$ cat config.mk
export PLATFORM = sky130hd
export DESIGN_NAME = ssc_channel
export DESIGN_NICKNAME = d
export VERILOG_FILES = /design/src/logic/ssc_channel.v
export VERILOG_INCLUDE_DIRS = /design/src /design/src/logic
export SDC_FILE = /design/constraint.sdc
export NUM_CORES = 1
export LEC_CHECK = 0
export BUFFER_PORTS_ARGS = -buffer_cell sky130_fd_sc_hd__buf_4
export CAP_MARGIN = 40
export CORE_ASPECT_RATIO = 0.8
export CORE_MARGIN = 10
export CORE_UTILIZATION = 30
export CTS_CLUSTER_SIZE = 8
export DETAILED_ROUTE_END_ITERATION = 10
export MAX_ROUTING_LAYER = met4
export SETUP_SLACK_MARGIN = 0.5
export SLEW_MARGIN = 10
export SYNTH_ARGS = -nofsm -noshare
export SYNTH_HDL_FRONTEND = slang
export SYNTH_SLANG_ARGS = --single-unit
$ cat constraint.sdc
create_clock -name CORE_CLK -period 6.35 [get_ports CORE_CLK]
set_clock_uncertainty 0.05 [all_clocks]
set_input_delay 1.27 -clock CORE_CLK [delete_from_list [all_inputs] [get_ports CORE_CLK]]
set_output_delay 1.27 -clock CORE_CLK [all_outputs]
set_load 0.05 [all_outputs]
$ cat src/logic/ssc_consts.vh
/*
 Constants for the system-to-system character channel: register map,
 control bit positions, condition codes, storage size and reset values.
 Assumes inclusion by bare name from the channel module.
*/
// Summary of operation
// - Local parity error raises the error line; once check-reset is given, cleared by peer test or start-reset.
// - Own terminator mark ends transfer, pulses disconnect and sets end-of-transmission.
// - End-of-transmission clears by peer remote reset or local start-reset.
// - Read-request op sets a line; write transfer or start-reset clears it.
// - Write-request op sets a line; read transfer or start-reset clears it.
// - Write-busy line stands while a write transfer is active.
// - Read-busy line stands while a read transfer is active.
// - Transfer ends at once, moving nothing, while end-of-transmission is set.
// - Stopped line stands while the processor is halted.
// - Plain transfers carry check, zone and numeric bits, never the word mark.
// - Marked transfers carry the word mark as well.
// - Both ends use one mode; marked sender to plain receiver loses marks.
// - Transfer runs only with the channel select code; start address given.
// - Direction bit: receive from the peer, or send to the peer.
// - Plain receive stores upward from start and keeps stored marks untouched.
// - Marked receive replaces stored word marks with the arriving ones.
// - Plain send transmits characters from start without word marks.
// - Marked send transmits word marks with their characters.
// - After a transfer the end address is start plus length plus one.
// - One character at a time, all bits parallel, with odd parity.
`ifndef SSC_CONSTS_VH
`define SSC_CONSTS_VH
`define SSC_A_CTRL 8'h00
`define SSC_A_OPER 8'h01
`define SSC_A_BADR 8'h02
`define SSC_A_TEST 8'h03
`define SSC_A_STAT 8'h04
`define SSC_MEM_HI 2'h1
`define SSC_C_RDREQ 0
`define SSC_C_WRREQ 1
`define SSC_C_RRST 2
`define SSC_C_GO 3
`define SSC_C_LOAD 4
`define SSC_C_DIRW 5
`define SSC_C_SRST 6
`define SSC_C_CHKRST 7
`define SSC_C_STOP 8
`define SSC_C_START 9
`define SSC_CC_ERR 4'h1
`define SSC_CC_EOT 4'h2
`define SSC_CC_RDREQ 4'h3
`define SSC_CC_WRREQ 4'h4
`define SSC_CC_WRBSY 4'h6
`define SSC_CC_RDBSY 4'h7
`define SSC_CC_STOP 4'h8
`define SSC_SEL_CODE 8'h25
`define SSC_GM_CODE 6'h3f
`define SSC_DEPTH 7'h40
`define SSC_RST_ST 5'h01
`endif

$ cat src/logic/ssc_channel.v
/*
 Channel adapter of one processing system: status lines seen by the
 peer, remote reset, condition tests and character transfers in plain
 and marked mode out of a local character store, behind a classic
 Wishbone slave. Assumes the peer is an identical adapter on the same
 clock and that all link inputs are synchronous to CORE_CLK.
*/
`timescale 1ns/1ps
`include "ssc_consts.vh"
module ssc_channel (
    input wire CORE_CLK,
    input wire RST_N,
    input wire WB_CYC_I,
    input wire WB_STB_I,
    input wire WB_WE_I,
    input wire [9:0] WB_ADR_I,
    input wire [3:0] WB_SEL_I,
    input wire [31:0] WB_DAT_I,
    output reg [31:0] WB_DAT_O,
    output reg WB_ACK_O,
    output wire LNK_ERR_O,
    output wire LNK_EOT_O,
    output wire LNK_RDREQ_O,
    output wire LNK_WRREQ_O,
    output wire LNK_WRBSY_O,
    output wire LNK_RDBSY_O,
    output wire LNK_STOP_O,
    output reg LNK_DISC_O,
    output reg LNK_RRST_O,
    output reg LNK_TERR_O,
    output reg [6:0] LNK_DAT_O,
    output reg LNK_PAR_O,
    output reg LNK_DVAL_O,
    output reg LNK_DACK_O,
    input wire LNK_ERR_I,
    input wire LNK_EOT_I,
    input wire LNK_RDREQ_I,
    input wire LNK_WRREQ_I,
    input wire LNK_WRBSY_I,
    input wire LNK_RDBSY_I,
    input wire LNK_STOP_I,
    input wire LNK_DISC_I,
    input wire LNK_RRST_I,
    input wire LNK_TERR_I,
    input wire [6:0] LNK_DAT_I,
    input wire LNK_PAR_I,
    input wire LNK_DVAL_I,
    input wire LNK_DACK_I
);

localparam ST_IDLE = 5'h01;
localparam ST_WAIT = 5'h02;
localparam ST_FETCH = 5'h04;
localparam ST_XFER = 5'h08;
localparam ST_DONE = 5'h10;

reg [7:0] mem [0:63];
reg [4:0] state_reg;
reg [4:0] state_next;
reg [6:0] cnt_reg;
reg [5:0] start_reg;
reg [7:0] opsel_reg;
reg [7:0] badr_reg;
reg dir_w_reg;
reg load_reg;
reg halt_reg;
reg err_reg;
reg chk_reg;
reg eot_reg;
reg rdreq_reg;
reg wrreq_reg;
reg [3:0] test_cc_reg;
reg test_res_reg;
reg peer_bit;
reg [31:0] rdata;

wire wb_req = WB_CYC_I & WB_STB_I;
wire wb_wr = wb_req & WB_WE_I & WB_ACK_O;
wire [7:0] word = WB_ADR_I[9:2];
wire mem_sel = (WB_ADR_I[9:8] == `SSC_MEM_HI);
wire [31:0] bmask = {{8{WB_SEL_I[3]}}, {8{WB_SEL_I[2]}},
    {8{WB_SEL_I[1]}}, {8{WB_SEL_I[0]}}};
wire [31:0] wd = WB_DAT_I & bmask;
wire [9:0] cp = (wb_wr && word == `SSC_A_CTRL) ? wd[9:0] : 10'h000;
wire test_wr = wb_wr && word == `SSC_A_TEST && WB_SEL_I[0];
wire st_idle = state_reg[0];
wire st_wait = state_reg[1];
wire st_fetch = state_reg[2];
wire st_xfer = state_reg[3];
wire st_done = state_reg[4];
wire sreset = cp[`SSC_C_SRST];
wire busy = st_wait | st_fetch | st_xfer;
wire [5:0] cur = start_reg + cnt_reg[5:0];
wire [7:0] cur_char = mem[cur];
// A stored terminator, or a full store, ends the transfer on this end.
wire term = cur_char[7] & (cur_char[5:0] == `SSC_GM_CODE);
wire endc = term | (cnt_reg == `SSC_DEPTH);
wire go = cp[`SSC_C_GO] & st_idle & ~halt_reg &
    (opsel_reg == `SSC_SEL_CODE);
wire go_w = cp[`SSC_C_DIRW];
wire peer_ready = dir_w_reg ? LNK_RDBSY_I : LNK_WRBSY_I;
// A character is accepted once; the one-cycle ack masks the held valid.
wire rx_take = st_xfer & ~dir_w_reg & LNK_DVAL_I & ~LNK_DACK_O;
wire tx_done = st_xfer & dir_w_reg & LNK_DACK_I;
wire rx_par_ok = ^{LNK_DAT_I, LNK_PAR_I};
wire rx_perr = rx_take & ~rx_par_ok;
wire rx_chk = ~^LNK_DAT_I[5:0];
wire [6:0] tx_dat = {load_reg & cur_char[7], cur_char[5:0]};
wire mem_bus_we = wb_wr & mem_sel & WB_SEL_I[0] & st_idle;
wire err_clr = chk_reg & (LNK_TERR_I | sreset);
wire eot_set = st_fetch & endc & ~sreset;

assign LNK_ERR_O = err_reg;
assign LNK_EOT_O = eot_reg;
assign LNK_RDREQ_O = rdreq_reg;
assign LNK_WRREQ_O = wrreq_reg;
assign LNK_WRBSY_O = busy & dir_w_reg;
assign LNK_RDBSY_O = busy & ~dir_w_reg;
assign LNK_STOP_O = halt_reg;

always @* begin
    state_next = state_reg;
    case (state_reg)
        ST_IDLE: begin
            if (go) begin
                state_next = eot_reg ? ST_DONE : ST_WAIT;
            end
        end
        ST_WAIT: begin
            if (sreset) begin
                state_next = ST_IDLE;
            end else if (peer_ready) begin
                state_next = ST_FETCH;
            end
        end
        ST_FETCH: begin
            if (sreset) begin
                state_next = ST_IDLE;
            end else if (endc) begin
                state_next = ST_DONE;
            end else begin
                state_next = ST_XFER;
            end
        end
        ST_XFER: begin
            if (sreset) begin
                state_next = ST_IDLE;
            end else if (LNK_DISC_I) begin
                state_next = ST_DONE;
            end else if (tx_done | rx_take) begin
                state_next = ST_FETCH;
            end
        end
        ST_DONE: begin
            state_next = ST_IDLE;
        end
        default: begin
            state_next = ST_IDLE;
        end
    endcase
end

always @(posedge CORE_CLK or negedge RST_N) begin
    if (!RST_N) begin
        state_reg <= `SSC_RST_ST;
        cnt_reg <= 7'h00;
        dir_w_reg <= 1'b0;
        load_reg <= 1'b0;
        badr_reg <= 8'h00;
    end else begin
        state_reg <= state_next;
        if (go) begin
            cnt_reg <= 7'h00;
            dir_w_reg <= go_w;
            load_reg <= cp[`SSC_C_LOAD];
        end else if (rx_take | tx_done) begin
            cnt_reg <= cnt_reg + 7'h01;
        end
        if (st_done) begin
            badr_reg <= {2'h0, start_reg} + {1'b0, cnt_reg} + 8'h01;
        end
    end
end

// The store is data only and carries no reset.
always @(posedge CORE_CLK) begin
    if (mem_bus_we) begin
        mem[WB_ADR_I[7:2]] <= WB_DAT_I[7:0];
    end else if (rx_take) begin
        mem[cur] <= {load_reg ? LNK_DAT_I[6] : cur_char[7], rx_chk,
            LNK_DAT_I[5:0]};
    end
end

always @(posedge CORE_CLK or negedge RST_N) begin
    if (!RST_N) begin
        LNK_DAT_O <= 7'h00;
        LNK_PAR_O <= 1'b1;
        LNK_DVAL_O <= 1'b0;
        LNK_DACK_O <= 1'b0;
        LNK_DISC_O <= 1'b0;
    end else begin
        if (st_fetch & dir_w_reg) begin
            LNK_DAT_O <= tx_dat;
            LNK_PAR_O <= ~^tx_dat;
        end
        LNK_DVAL_O <= dir_w_reg & (state_next == ST_XFER);
        LNK_DACK_O <= rx_take;
        LNK_DISC_O <= eot_set;
    end
end

always @(posedge CORE_CLK or negedge RST_N) begin
    if (!RST_N) begin
        err_reg <= 1'b0;
        chk_reg <= 1'b0;
        eot_reg <= 1'b0;
        rdreq_reg <= 1'b0;
        wrreq_reg <= 1'b0;
        halt_reg <= 1'b0;
    end else begin
        if (rx_perr) begin
            err_reg <= 1'b1;
        end else if (err_clr) begin
            err_reg <= 1'b0;
        end
        if (cp[`SSC_C_CHKRST] & err_reg) begin
            chk_reg <= 1'b1;
        end else if (err_clr & ~rx_perr) begin
            chk_reg <= 1'b0;
        end
        if (eot_set) begin
            eot_reg <= 1'b1;
        end else if (LNK_RRST_I | sreset) begin
            eot_reg <= 1'b0;
        end
        if (cp[`SSC_C_RDREQ]) begin
            rdreq_reg <= 1'b1;
        end else if ((go & go_w) | sreset) begin
            rdreq_reg <= 1'b0;
        end
        if (cp[`SSC_C_WRREQ]) begin
            wrreq_reg <= 1'b1;
        end else if ((go & ~go_w) | sreset) begin
            wrreq_reg <= 1'b0;
        end
        // An error stops the processor only once the transfer has ended.
        if (cp[`SSC_C_STOP] | (st_done & err_reg)) begin
            halt_reg <= 1'b1;
        end else if (cp[`SSC_C_START]) begin
            halt_reg <= 1'b0;
        end
    end
end

always @* begin
    case (test_cc_reg)
        `SSC_CC_ERR: peer_bit = LNK_ERR_I;
        `SSC_CC_EOT: peer_bit = LNK_EOT_I;
        `SSC_CC_RDREQ: peer_bit = LNK_RDREQ_I;
        `SSC_CC_WRREQ: peer_bit = LNK_WRREQ_I;
        `SSC_CC_WRBSY: peer_bit = LNK_WRBSY_I;
        `SSC_CC_RDBSY: peer_bit = LNK_RDBSY_I;
        `SSC_CC_STOP: peer_bit = LNK_STOP_I;
        default: peer_bit = 1'b0;
    endcase
end

// The test samples one cycle after the code is written, so the result
// matches the stored code from the second cycle after the write on.
always @(posedge CORE_CLK or negedge RST_N) begin
    if (!RST_N) begin
        test_cc_reg <= 4'h0;
        test_res_reg <= 1'b0;
        LNK_TERR_O <= 1'b0;
        LNK_RRST_O <= 1'b0;
        opsel_reg <= 8'h00;
        start_reg <= 6'h00;
    end else begin
        if (test_wr) begin
            test_cc_reg <= WB_DAT_I[3:0];
        end
        test_res_reg <= peer_bit;
        LNK_TERR_O <= test_wr & (WB_DAT_I[3:0] == `SSC_CC_ERR);
        LNK_RRST_O <= cp[`SSC_C_RRST];
        if (wb_wr && word == `SSC_A_OPER && st_idle) begin
            if (WB_SEL_I[0]) begin
                opsel_reg <= WB_DAT_I[7:0];
            end
            if (WB_SEL_I[1]) begin
                start_reg <= WB_DAT_I[13:8];
            end
        end
    end
end

always @* begin
    rdata = 32'h00000000;
    if (mem_sel) begin
        rdata = {24'h000000, mem[WB_ADR_I[7:2]]};
    end else begin
        case (word)
            `SSC_A_CTRL: rdata = {22'h000000, dir_w_reg, load_reg,
                3'h0, state_reg};
            `SSC_A_OPER: rdata = {18'h00000, start_reg, opsel_reg};
            `SSC_A_BADR: rdata = {24'h000000, badr_reg};
            `SSC_A_TEST: rdata = {23'h000000, test_res_reg, 4'h0,
                test_cc_reg};
            `SSC_A_STAT: rdata = {12'h000, 2'h0, busy, halt_reg, 1'b0,
                LNK_STOP_I, LNK_RDBSY_I, LNK_WRBSY_I, LNK_WRREQ_I,
                LNK_RDREQ_I, LNK_EOT_I, LNK_ERR_I, 1'b0, LNK_STOP_O,
                LNK_RDBSY_O, LNK_WRBSY_O, wrreq_reg, rdreq_reg,
                eot_reg, err_reg};
            default: rdata = 32'h00000000;
        endcase
    end
end

always @(posedge CORE_CLK or negedge RST_N) begin
    if (!RST_N) begin
        WB_ACK_O <= 1'b0;
        WB_DAT_O <= 32'h00000000;
    end else begin
        WB_ACK_O <= wb_req & ~WB_ACK_O;
        if (wb_req & ~WB_ACK_O) begin
            WB_DAT_O <= rdata;
        end
    end
end

endmodule // ssc_channel

# Word level (Yosys, flattened, before mapping)
# Memories as Yosys holds them, arrays and structs flattened.
# Index checks and enable logic that the tools add are counted.
# W data, S select, Z words.
[word_totals]
mem_count = 1
wordCells = 156
ram_bits = 512
regBits = 93
out_inout_bits = 53
[op_classes]
n_bitwise = 49
addsub = 4
eq_ne = 21
muxes = 38
reduce_logical = 19
[mem_list]
columns = ["name", "depth", "width", "read_ports", "rd_ports_with_merged_regs", "wr", "line", "source"]
rows = [
  ["mem", 64, 8, 2, 0, 1, "ssc_channel.v:57", "reg [7:0] mem [0:63];"],
]
[ops]
columns = ["cell", "n"]
rows = [
  ["$pmux W18 S5", 1],
  ["$mux W5", 9],
  ["$and A1 B1 Y1", 31],
  ["$mux W1", 20],
  ["$pmux W5 S4", 1],
  ["$mux W18", 1],
  ["$eq A8 B2 Y1 const B", 2],
  ["$mux W7", 2],
  ["$reduce_bool A2 Y1", 7],
  ["$eq A4 B3 Y1 const B", 3],
  ["$and A10 B10 Y10", 1],
  ["$eq A5 B4 Y1 const B", 2],
  ["$mux W10", 1],
  ["$or A1 B1 Y1", 9],
  ["$add A6 B7 Y8", 1],
  ["$add A8 B1 Y8 const B", 1],
  ["$eq A4 B1 Y1 const B", 2],
  ["$eq A4 B2 Y1 const B", 2],
  ["$eq A8 B1 Y1 const B", 1],
  ["$eq A8 B3 Y1 const B", 1],
  ["$eq A8 B6 Y1 const B", 1],
  ["$logic_not A8 Y1", 1],
  ["$mux W8", 1],
  ["$not A1 Y1", 8],
  ["other kinds (17)", 22],
]

# Logic depth before layout (Yosys ltp)
# Gate-level depths: netlist of the first run.
[logic_depth]
depth_word = 12
ltp_mapped = 15
ltp_nobuf = 13

# Worst setup path before layout of the first run
# No wires, ideal clock.
[synth_path]
path_kind = "register to register"
from = "reg cnt_reg[0]"
to = "mem mem[0][7], data pin"
t_arrival_ps = 5159
n_path_buf = 2
setup_time_ps = 721
period_less_slack_ps = 5930
stages_incl_launch_ff = 11
setup_slack_ps = 420
t_required_ps = 5579
cell_sequence = "dfrtp_1 ha_1 fa_1 clkbuf_1 buf_2 clkinv_1 mux2i_1 mux2i_1 mux2i_1 mux2_2 o31ai_1"
[synth_via]
elab_chain_cells = 4
[synth_rtl]
columns = ["element", "line", "source"]
rows = [
  ["start: declaration", "ssc_channel.v:60", "reg [6:0] cnt_reg;"],
  ["start signal: assignment", "ssc_channel.v:177", "cnt_reg <= cnt_reg + 7'h01;"],
  ["$add A6 B6 Y6", "ssc_channel.v:93", "wire [5:0] cur = start_reg + cnt_reg[5:0];"],
  ["$mem_v2 Z64 W8", "-", ""],
  ["$mux W1", "ssc_channel.v:190", "mem[cur] <= {load_reg ? LNK_DAT_I[6] : cur_char[7], rx_chk,"],
  ["$mux W8 (no source line)", "-", ""],
  ["end: declaration", "ssc_channel.v:57", ""],
]
# Every way passes these cells.

# Worst setup path after layout of the first run
[layout_path]
from = "reg start_reg[0]"
to = "reg LNK_PAR_O"
[layout_via]
word_cells_on_any_way = 4
[layout_lines]
columns = ["element", "line", "source"]
rows = [
  ["start: declaration", "ssc_channel.v:61", "reg [5:0] start_reg;"],
  ["start signal: assignment", "ssc_channel.v:291", "start_reg <= WB_DAT_I[13:8];"],
  ["$add A6 B6 Y6", "ssc_channel.v:93", ""],
  ["$mem_v2 Z64 W8", "-", ""],
  ["via cur_char[2]", "ssc_channel.v:94", "wire [7:0] cur_char = mem[cur];"],
  ["$reduce_xnor A7 Y1", "ssc_channel.v:205", "LNK_PAR_O <= ~^tx_dat;"],
  ["end signal: assignment", "ssc_channel.v:205", ""],
  ["end: declaration", "ssc_channel.v:32", "output reg LNK_PAR_O,"],
]
# The timed path passes the listed nets, and every way through them passes these cells.
# A chain may end at the register's enable or synchronous reset.

==> results of run 1 <==
how the worst min path moves through the flow:
stage,start,to,slack (ns)
after floorplan,chk_reg,chk_reg,0.41
after global placement,WB_DAT_O[10],WB_DAT_O[10],0.42
after detailed placement,WB_DAT_O[8],WB_DAT_O[8],0.42
after CTS,WB_DAT_O[13],WB_DAT_O[13],0.44
after global routing,WB_DAT_O[8],WB_DAT_O[8],0.47
final,LNK_PAR_O,LNK_PAR_O,0.44
synth_stat cells (8+ instances only):
| cell type | instances | area [um2] |
|---|---|---|
| edfxtp_1 | 512 | 15400 |
| buf_4 | 27 | 203 |
| mux2i_1 | 27 | 270 |
| nor3_1 | 8 | 40.0 |
| nand2_1 | 52 | 195 |
| and3_1 | 8 | 50.1 |
| ha_1 | 12 | 150 |
| nand3b_1 | 8 | 60.1 |
| nand3_1 | 14 | 70.1 |
| mux2_2 | 39 | 439 |
| nor2_1 | 96 | 360 |
| o21ai_0 | 33 | 165 |
| clkbuf_1 | 44 | 165 |
| a22oi_1 | 10 | 75.1 |
| a21oi_1 | 25 | 125 |
| mux4_2 | 304 | 6850 |
| inv_1 | 15 | 56.3 |
| buf_2 | 30 | 150 |
| dfrtp_1 | 76 | 1900 |
| buf_1 | 10 | 37.5 |
| xnor2_1 | 14 | 123 |
| nor2b_1 | 8 | 50.1 |
critical path: stages (launching register included):
cell     delay [ns]
dfrtp_1        0.47
ha_1           0.26
fa_4           1.33
buf_4          0.36
mux4_2         0.33
mux4_2         0.54
mux2i_1        0.29
a21oi_1        0.14
ha_1           0.32
xor2_1         0.17
xnor2_1        0.18
or4_1          0.41
nand3_1        0.10
kinds of logic (layout without fill, tap and decap cells):
kind of cell    Yosys count  in the layout  synth area share
flops                   590            590             0.624
mux                     370            370             0.272
simple gates            227            227            0.0385
buf+inv                 131            318            0.0235
compound gates          121            121            0.0285
xor+xnor                 21             21           0.00689
fa+ha+maj                14             14           0.00684
other cells               1             16          0.000135
metrics by stage:
| stage | hold slack (ns) | worst slack (ns) | cells | power, W | utilization |
|---|---|---|---|---|---|
| global placement | 0.419 | 1.21 | 2748 | 0.00495 | 0.329 |
| global route | 0.467 | 1.09 | 2889 | 0.00916 | 0.358 |
| CTS | 0.436 | 1.23 | 2888 | 0.00897 | 0.358 |
| finish | 0.439 | 1.24 | 2889 | 0.00890 | 0.358 |
| floorplan | 0.410 | 0.599 | 1489 | 0.00474 | - |
| detailed placement | 0.421 | 1.23 | 2777 | 0.00497 | 0.333 |
power groups by stage:
stage          logic, W  registers, W  clock network, W
2_1_floorplan  0.000390       0.00435                 0
3_3_place_gp   0.000631       0.00432                 0
3_5_place_dp   0.000654       0.00432                 0
4_1_cts        0.000657       0.00424           0.00407
5_1_grt        0.000689       0.00424           0.00423
6_report       0.000654       0.00425           0.00400
layout make-up:
type                    instances  area share
multi-input cells             768       0.303
clock inverters                 2    0.000382
clock buffers                 109      0.0689
diodes                          1   0.0000763
well taps                    1212      0.0462
repair buffers                190      0.0510
flip-flops and latches        590       0.529
inverters                      17     0.00195
routing by layer:
metal  wire length (um)  GRT usage
met3               8130     0.0378
met4               1400     0.0341
met1              35200      0.221
met2              35900      0.220
met5                  0          -
==> metrics.csv, run 1 <==
metric;value;unit
Startpoint Class;register;
Worst-path clk slew;0.05;ns
reg-to-reg slack, setup;1.24;ns
reg2reg end;LNK_PAR_O;
HPWL after DPL;52.8;mm
min Tclk post-route;5.11;ns
Top Registers;mem x512, WB_DAT_O x17;
CTS tree;done;
Die Span X;360;um
Design Area, Final;0.0328;mm2
reg2reg start;start_reg[0];
CP max FO;45;
Post-CTS Hold Fix Bufs;0;
Distinct cells, synth;65;
number of post-CTS setup repair buffers;0;
placer congestion estimate;0.879;
ys flop type;edfxtp_1;
count of final setup violators;0;
Max VDD drop;0.177;mV
crit path DAT;5.61;ns
Combinational Power Share;0.073;
maxcap violations;0;
CP required;6.85;ns
most common cell after layout, fill and taps aside;edfxtp_1;
combined area of the multi-input logic cells;0.00993;mm2
number of synthesized flops with an enable pin;512;
Crit Path Class;register to register;
Mean Syn Cell Area;18.8;um2
Final Routed Wirelength;80.6;mm
TritonCTS buffer count;83;
Filler Cell Count;8406;
RSZ-0062 raised after global routing;false;
fraction of layout cells with a size suffix above 1;0.380;
Die H;292;um
initial antenna violation count;1;
flops & latches, synth;590;
Area after DPL;0.0305;mm2
Slew headroom;0.382;
DR iter-0 viols;2057;
io pins;124;
vias in the first global route;16323;
Detail Route Antenna Nets;0;
H-tree levels;3;
count of input and output buffers;86;
CTS Buffer Depth;3;
Max Fclk;196;MHz
Slew Limit Fails;0;
placement row count;99;
Syn. warnings;0;
CTS Sinks;590;
Leak;10.9;nW
routed vias;15943;
Starting Density;0.304;
register area;0.0173;mm2
Psw;0.00196;W
worst hold-check path type;register to register;
Internal;0.00694;W
clock share of power;0.450;
max FFs per register;512;
Slew @ Worst Pin;0.928;ns
post-synthesis cell count;1475;
hold depth;2;
core area;0.0915;mm2
PwrDens;272;mW/mm2
drt pass-1 iters;6;
Nets;1735;
largest net degree at the start of global routing;67;
drt wl/cell;27.9;um
gr usage total;0.154;
Mapped Area;0.0278;mm2
area delta synth->final;18.0;%
final period utilization;0.805;
ys async rst share;0.132;
beginning of the critical path;start_reg[0];
outcome;finished, final reports clean;
Die ar.;0.105;mm2
switching portion of total power;0.221;
drt via density;5.52;
Worst-Skew Late Latency;0.62;ns
sequential element share of the synthesized area;0.624;
remaining global-route overflow;0;
first-pass GRT wire length;117;mm
drc violations;0;
Setup TNS Final;0;ns
sequential power share;0.477;
worst setup path endpoint;LNK_PAR_O;
final hold vios;0;
CP endpoint kind;register;
most frequent cells in the layout;edfxtp_1, mux4_2, buf_4, nor2_1, clkbuf_16;
Root Buffer;clkbuf_16;
post-CTS sizing;0;
R2R depth;12;
Largest Register;mem;
Note: power is estimated with default switching activity, not from simulation.
==> run 2, diff against run 1 <==
==> constraint.sdc (replaced) <==
create_clock -name CORE_CLK -period 4.95 [get_ports CORE_CLK]
set_clock_uncertainty 0.05 [all_clocks]
set_input_delay 0.99 -clock CORE_CLK [delete_from_list [all_inputs] [get_ports CORE_CLK]]
set_output_delay 0.99 -clock CORE_CLK [all_outputs]
set_load 0.05 [all_outputs]
==> metrics.csv, run 2 (synthesized netlist as in run 1, its figures left out) <==
metric;value;unit
outcome;finished, final reports clean;
Internal;0.00885;W
max FFs per register;512;
CP delay by family, top;adder cells;
drt pass-1 iters;7;
Largest Register;mem;
CP Cell Sequence;ha_2 > fa_4 > buf_12 > buf_6 > clkbuf_16 > mux4_2 > mux4_2 > mux2i_2 > a21oi_1 > ha_1 > xor2_2 > xnor2_2 > or4_1 > nand3_1;
crit path DAT;4.87;ns
Die ar.;0.105;mm2
most frequent cells in the layout;edfxtp_1, mux4_2, buf_4, nor2_1, clkbuf_16;
placement row count;99;
drc violations;0;
Final Routed Wirelength;78.8;mm
remaining global-route overflow;0;
Worst-path clk slew;0.05;ns
clock share of power;0.447;
crit path buf inv count;3;
Nets;1766;
Slew Limit Fails;0;
io pins;124;
maxcap violations;0;
gr usage total;0.150;
Die Span X;360;um
fraction of layout cells with a size suffix above 1;0.398;
CP endpoint kind;register;
PwrDens;345;mW/mm2
CTS Buffer Depth;3;
switching portion of total power;0.229;
Combinational Power Share;0.078;
most common cell after layout, fill and taps aside;edfxtp_1;
sequential power share;0.475;
worst hold-check path type;input pin to async pin;
Crit Path Class;register to register;
RSZ-0062 raised after global routing;false;
Slew headroom;0.410;
DR iter-0 viols;2072;
reg-to-reg slack, setup;0.60;ns
Leak;11.2;nW
Detail Route Antenna Nets;0;
first-pass GRT wire length;115;mm
routed vias;16160;
CTS tree;done;
H-tree levels;3;
Worst-Skew Late Latency;0.65;ns
TritonCTS buffer count;83;
reg2reg start;start_reg[0];
drt wl/cell;27.0;um
Die H;292;um
vias in the first global route;16163;
Top Registers;mem x512, WB_DAT_O x17;
Critical Path Max Stage Delay;0.78;ns
Root Buffer;clkbuf_16;
largest net degree at the start of global routing;65;
min Tclk post-route;4.35;ns
R2R depth;14;
Psw;0.00263;W
Max VDD drop;0.264;mV
CP required;5.48;ns
Slew @ Worst Pin;0.881;ns
critical path depth;14;
Starting Density;0.304;
Slowest cell on crit path;fa_4;
Filler Cell Count;8366;
initial antenna violation count;2;
CP max FO;7;
CTS Sinks;590;
Startpoint Class;register;
crit-path most repeated cell;mux4_2;
core area;0.0915;mm2
area delta synth->final;19.7;%
final period utilization;0.878;
HPWL after DPL;52.7;mm
Hold WS;0.173;ns
final hold vios;0;
Max Fclk;230;MHz
reg2reg end;LNK_PAR_O;
count of input and output buffers;86;
drt via density;5.53;
Setup TNS Final;0;ns
placer congestion estimate;0.885;
count of final setup violators;0;
run 2: changes by cell type in the layout (fill, tap and decap cells not counted), sizes merged:
cell	before	now
buf	190	219
clkbuf	109	108
clkinv	3	6
diode	1	2
inv	16	18
run 2: routing by layer:
layer | vias to the layer above | wire, um | GRT usage
met5 | - | 0 | -
met4 | 0 | 1480 | 0.0362
met3 | 113 | 9060 | 0.0420
met2 | 897 | 34300 | 0.207
met1 | 8584 | 33900 | 0.217
li1 | 6566 | - | -
run 2: final cells by class:
class,instances,area [um2],area share
tap,1212,1520,0.0456
clock buffer,106,2160,0.0651
multi-input combinational,768,9990,0.300
inverter,17,63.8,0.00192
clock inverter,7,116,0.00350
antenna,2,5.00,0.000151
timing repair buffer,221,2070,0.0623
sequential,590,17300,0.521
run 2: repair_timing:
action / 4_1_cts / 5_1_grt
hold endpoints to repair: 0 / 0
hold buffers: 0 / 0
gates cloned: 5 / 2
endpoints found under the setup margin: 1 / 1
pin swaps: 5 / 7
resized for setup: 15 / 9
buffers inserted: 6 / 3
run 2: worst max-delay path by stage:
| stage | startpoint | endpoint | slack (ns) |
|---|---|---|---|
| 3_3_place_gp | cnt_reg[0] | LNK_PAR_O | 0.29 |
| 3_5_place_dp | cnt_reg[0] | LNK_PAR_O | 0.39 |
| 4_1_cts | start_reg[0] | LNK_PAR_O | 0.50 |
| 6_report | start_reg[0] | LNK_PAR_O | 0.60 |
| 2_1_floorplan | WB_WE_I | mem[0][6] | 0.55 |
| 5_1_grt | start_reg[0] | LNK_PAR_O | 0.50 |
run 2: metrics by stage:
stage / cells / instance area [um2] / worst slack [ns] / util / power (W)
finish: 2923 / 33300 / 0.603 / 0.363 / 0.0115
global route: 2923 / 33300 / 0.502 / 0.363 / 0.0118
CTS: 2916 / 33100 / 0.503 / 0.362 / 0.0116
detailed placement: 2792 / 30600 / 0.388 / 0.334 / 0.00639
global placement: 2788 / 30500 / 0.294 / 0.333 / 0.00637
floorplan: 1489 / 27900 / 0.554 / - / 0.00607
run 2: worst register-to-register path: cells and delay by family, from the launching register on:
kind	cells	cell delay (ns)
compound gates	1	0.15
flops	1	0.38
fa+ha+maj	3	1.30
buf+inv	3	0.47
xor+xnor	2	0.33
simple gates	2	0.49
mux	3	1.12
run 2: power by group through the flow:
stage	Sequential [W]	Clock (W)	Combinational [W]
2_1_floorplan	0.00557	0	0.000501
3_5_place_dp	0.00554	0	0.000854
5_1_grt	0.00544	0.00545	0.000942
3_3_place_gp	0.00554	0	0.000834
6_report	0.00545	0.00513	0.000896
4_1_cts	0.00544	0.00523	0.000887
==> run 3, diff against run 2 <==
--- a/config.mk
+++ b/config.mk
@@ -14,6 +14,7 @@
 export CTS_CLUSTER_SIZE = 8
 export DETAILED_ROUTE_END_ITERATION = 10
 export MAX_ROUTING_LAYER = met4
+export PLACE_DENSITY = 0.42
 export SETUP_SLACK_MARGIN = 0.5
 export SLEW_MARGIN = 10
 export SYNTH_ARGS = -nofsm -noshare
==> constraint.sdc (replaced) <==
create_clock -name CORE_CLK -period 4.95 [get_ports CORE_CLK]
set_clock_uncertainty 0.05 [all_clocks]
set_input_delay 0.99 -clock CORE_CLK [delete_from_list [all_inputs] [get_ports CORE_CLK]]
set_output_delay 0.99 -clock CORE_CLK [all_outputs]
set_load 0.005 [all_outputs]
==> metrics.csv, run 3 (synthesized netlist as in run 1, its figures left out) <==
metric;value;unit
count of input and output buffers;86;
gr usage total;0.174;
reg-to-reg slack, setup;0.50;ns
reg2reg end;LNK_PAR_O;
Starting Density;0.304;
Crit Path Class;register to register;
Slew @ Worst Pin;0.896;ns
vias in the first global route;16579;
Die Span X;360;um
core area;0.0915;mm2
Root Buffer;clkbuf_16;
Startpoint Class;register;
Area after DPL;0.0308;mm2
reg2reg start;cnt_reg[0];
Slowest cell on crit path;fa_4;
PwrDens;342;mW/mm2
drt wl/cell;30.5;um
max FFs per register;512;
most common cell after layout, fill and taps aside;edfxtp_1;
Detail Route Antenna Nets;0;
routed vias;15900;
CTS Buffer Depth;3;
Filler Cell Count;8482;
Largest Register;mem;
H-tree levels;3;
crit path buf inv count;2;
fraction of layout cells with a size suffix above 1;0.415;
final hold vios;0;
count of final setup violators;0;
CP endpoint kind;register;
RSZ-0062 raised after global routing;true;
Worst-Skew Late Latency;0.65;ns
Leak;11.4;nW
placer congestion estimate;0.835;
Post-CTS Hold Fix Bufs;0;
Die ar.;0.105;mm2
worst hold-check path type;input pin to async pin;
Final Routed Wirelength;90.3;mm
R2R depth;14;
most frequent cells in the layout;edfxtp_1, mux4_2, buf_4, nor2_1, clkbuf_16;
maxcap violations;0;
outcome;finished, final reports clean;
CTS Sinks;590;
CP delay by family, top;adder cells;
Critical Path Max Stage Delay;0.83;ns
io pins;124;
crit-path most repeated cell;mux4_2;
Nets;1801;
Slew Limit Fails;0;
first-pass GRT wire length;128;mm
CP required;5.48;ns
initial antenna violation count;3;
Worst-path clk slew;0.06;ns
Die H;292;um
CP Cell Sequence;ha_4 > fa_4 > buf_6 > buf_12 > mux4_2 > mux4_2 > nor2b_4 > a211oi_2 > a21oi_1 > ha_1 > xor2_2 > xnor2_2 > or4_1 > nand3_1;
HPWL after DPL;59.3;mm
Max VDD drop;0.223;mV
Max Fclk;225;MHz
crit path DAT;4.98;ns
Design Area, Final;0.0336;mm2
min Tclk post-route;4.45;ns
critical path depth;14;
drt pass-1 iters;5;
Slew headroom;0.402;
placement row count;99;
Top Registers;mem x512, WB_DAT_O x17;
drt via density;5.38;
Setup TNS Final;0;ns
remaining global-route overflow;0;
DR iter-0 viols;1681;
TritonCTS buffer count;83;
CP max FO;6;
CTS tree;done;
largest net degree at the start of global routing;65;
area delta synth->final;20.9;%
drc violations;0;
final period utilization;0.898;
run 3: cell count changes in the layout (fill, tap and decap cells not counted), moves of 3 or more:
cell	delta
a211oi_2	+3
a211oi_1	-3
clkbuf_1	-3
buf_12	+10
buf_4	+28
buf_16	-5
run 3: worst max path at each step:
stage / end / slack [ns] / start
2_1_floorplan: mem[0][6] / 0.55 / WB_WE_I
3_3_place_gp: LNK_PAR_O / 0.34 / cnt_reg[0]
3_5_place_dp: LNK_PAR_O / 0.36 / cnt_reg[0]
4_1_cts: LNK_PAR_O / 0.47 / cnt_reg[0]
5_1_grt: LNK_PAR_O / 0.40 / cnt_reg[0]
6_report: LNK_PAR_O / 0.50 / cnt_reg[0]
run 3: cell type report:
type / count / area [um2] / share of cell area
flip-flops and latches: 590 / 17300 / 0.516
multi-input cells: 768 / 10000 / 0.299
repair buffers: 256 / 2370 / 0.0707
clock buffers: 103 / 2150 / 0.0641
well taps: 1212 / 1520 / 0.0451
clock inverters: 8 / 120 / 0.00358
inverters: 17 / 63.8 / 0.00190
diodes: 2 / 5.00 / 0.000149
run 3: repair_timing:
action,in CTS,in global routing
endpoints found under the setup margin,1,65
gates resized for setup,27,6
gates cloned,2,1
setup buffers,26,0
pin swaps,7,5
run 3: routing by layer:
metal  routed length (um)  global-route usage
met4                 1650              0.0362
met1                41900               0.243
met5                    0                   -
met3                 4950              0.0315
met2                41800               0.264
run 3: power by group:
part           leakage, nW  switching, W  internal [W]
Combinational         4.64      0.000471      0.000399
Clock                 1.10       0.00215       0.00303
Sequential            5.63     0.0000142       0.00543
Total                 11.4       0.00263       0.00886
run 3: stage by stage:
step / cells / util / power, W / worst slack [ns] / hold WS [ns]
after detailed placement: 2814 / 0.336 / 0.00638 / 0.361 / 0.417
after floorplan: 1489 / - / 0.00601 / 0.554 / 0.410
after global routing: 2954 / 0.367 / 0.0119 / 0.398 / 0.346
after CTS: 2953 / 0.366 / 0.0116 / 0.465 / 0.315
after global placement: 2812 / 0.336 / 0.00637 / 0.341 / 0.423
final: 2956 / 0.367 / 0.0115 / 0.503 / 0.319
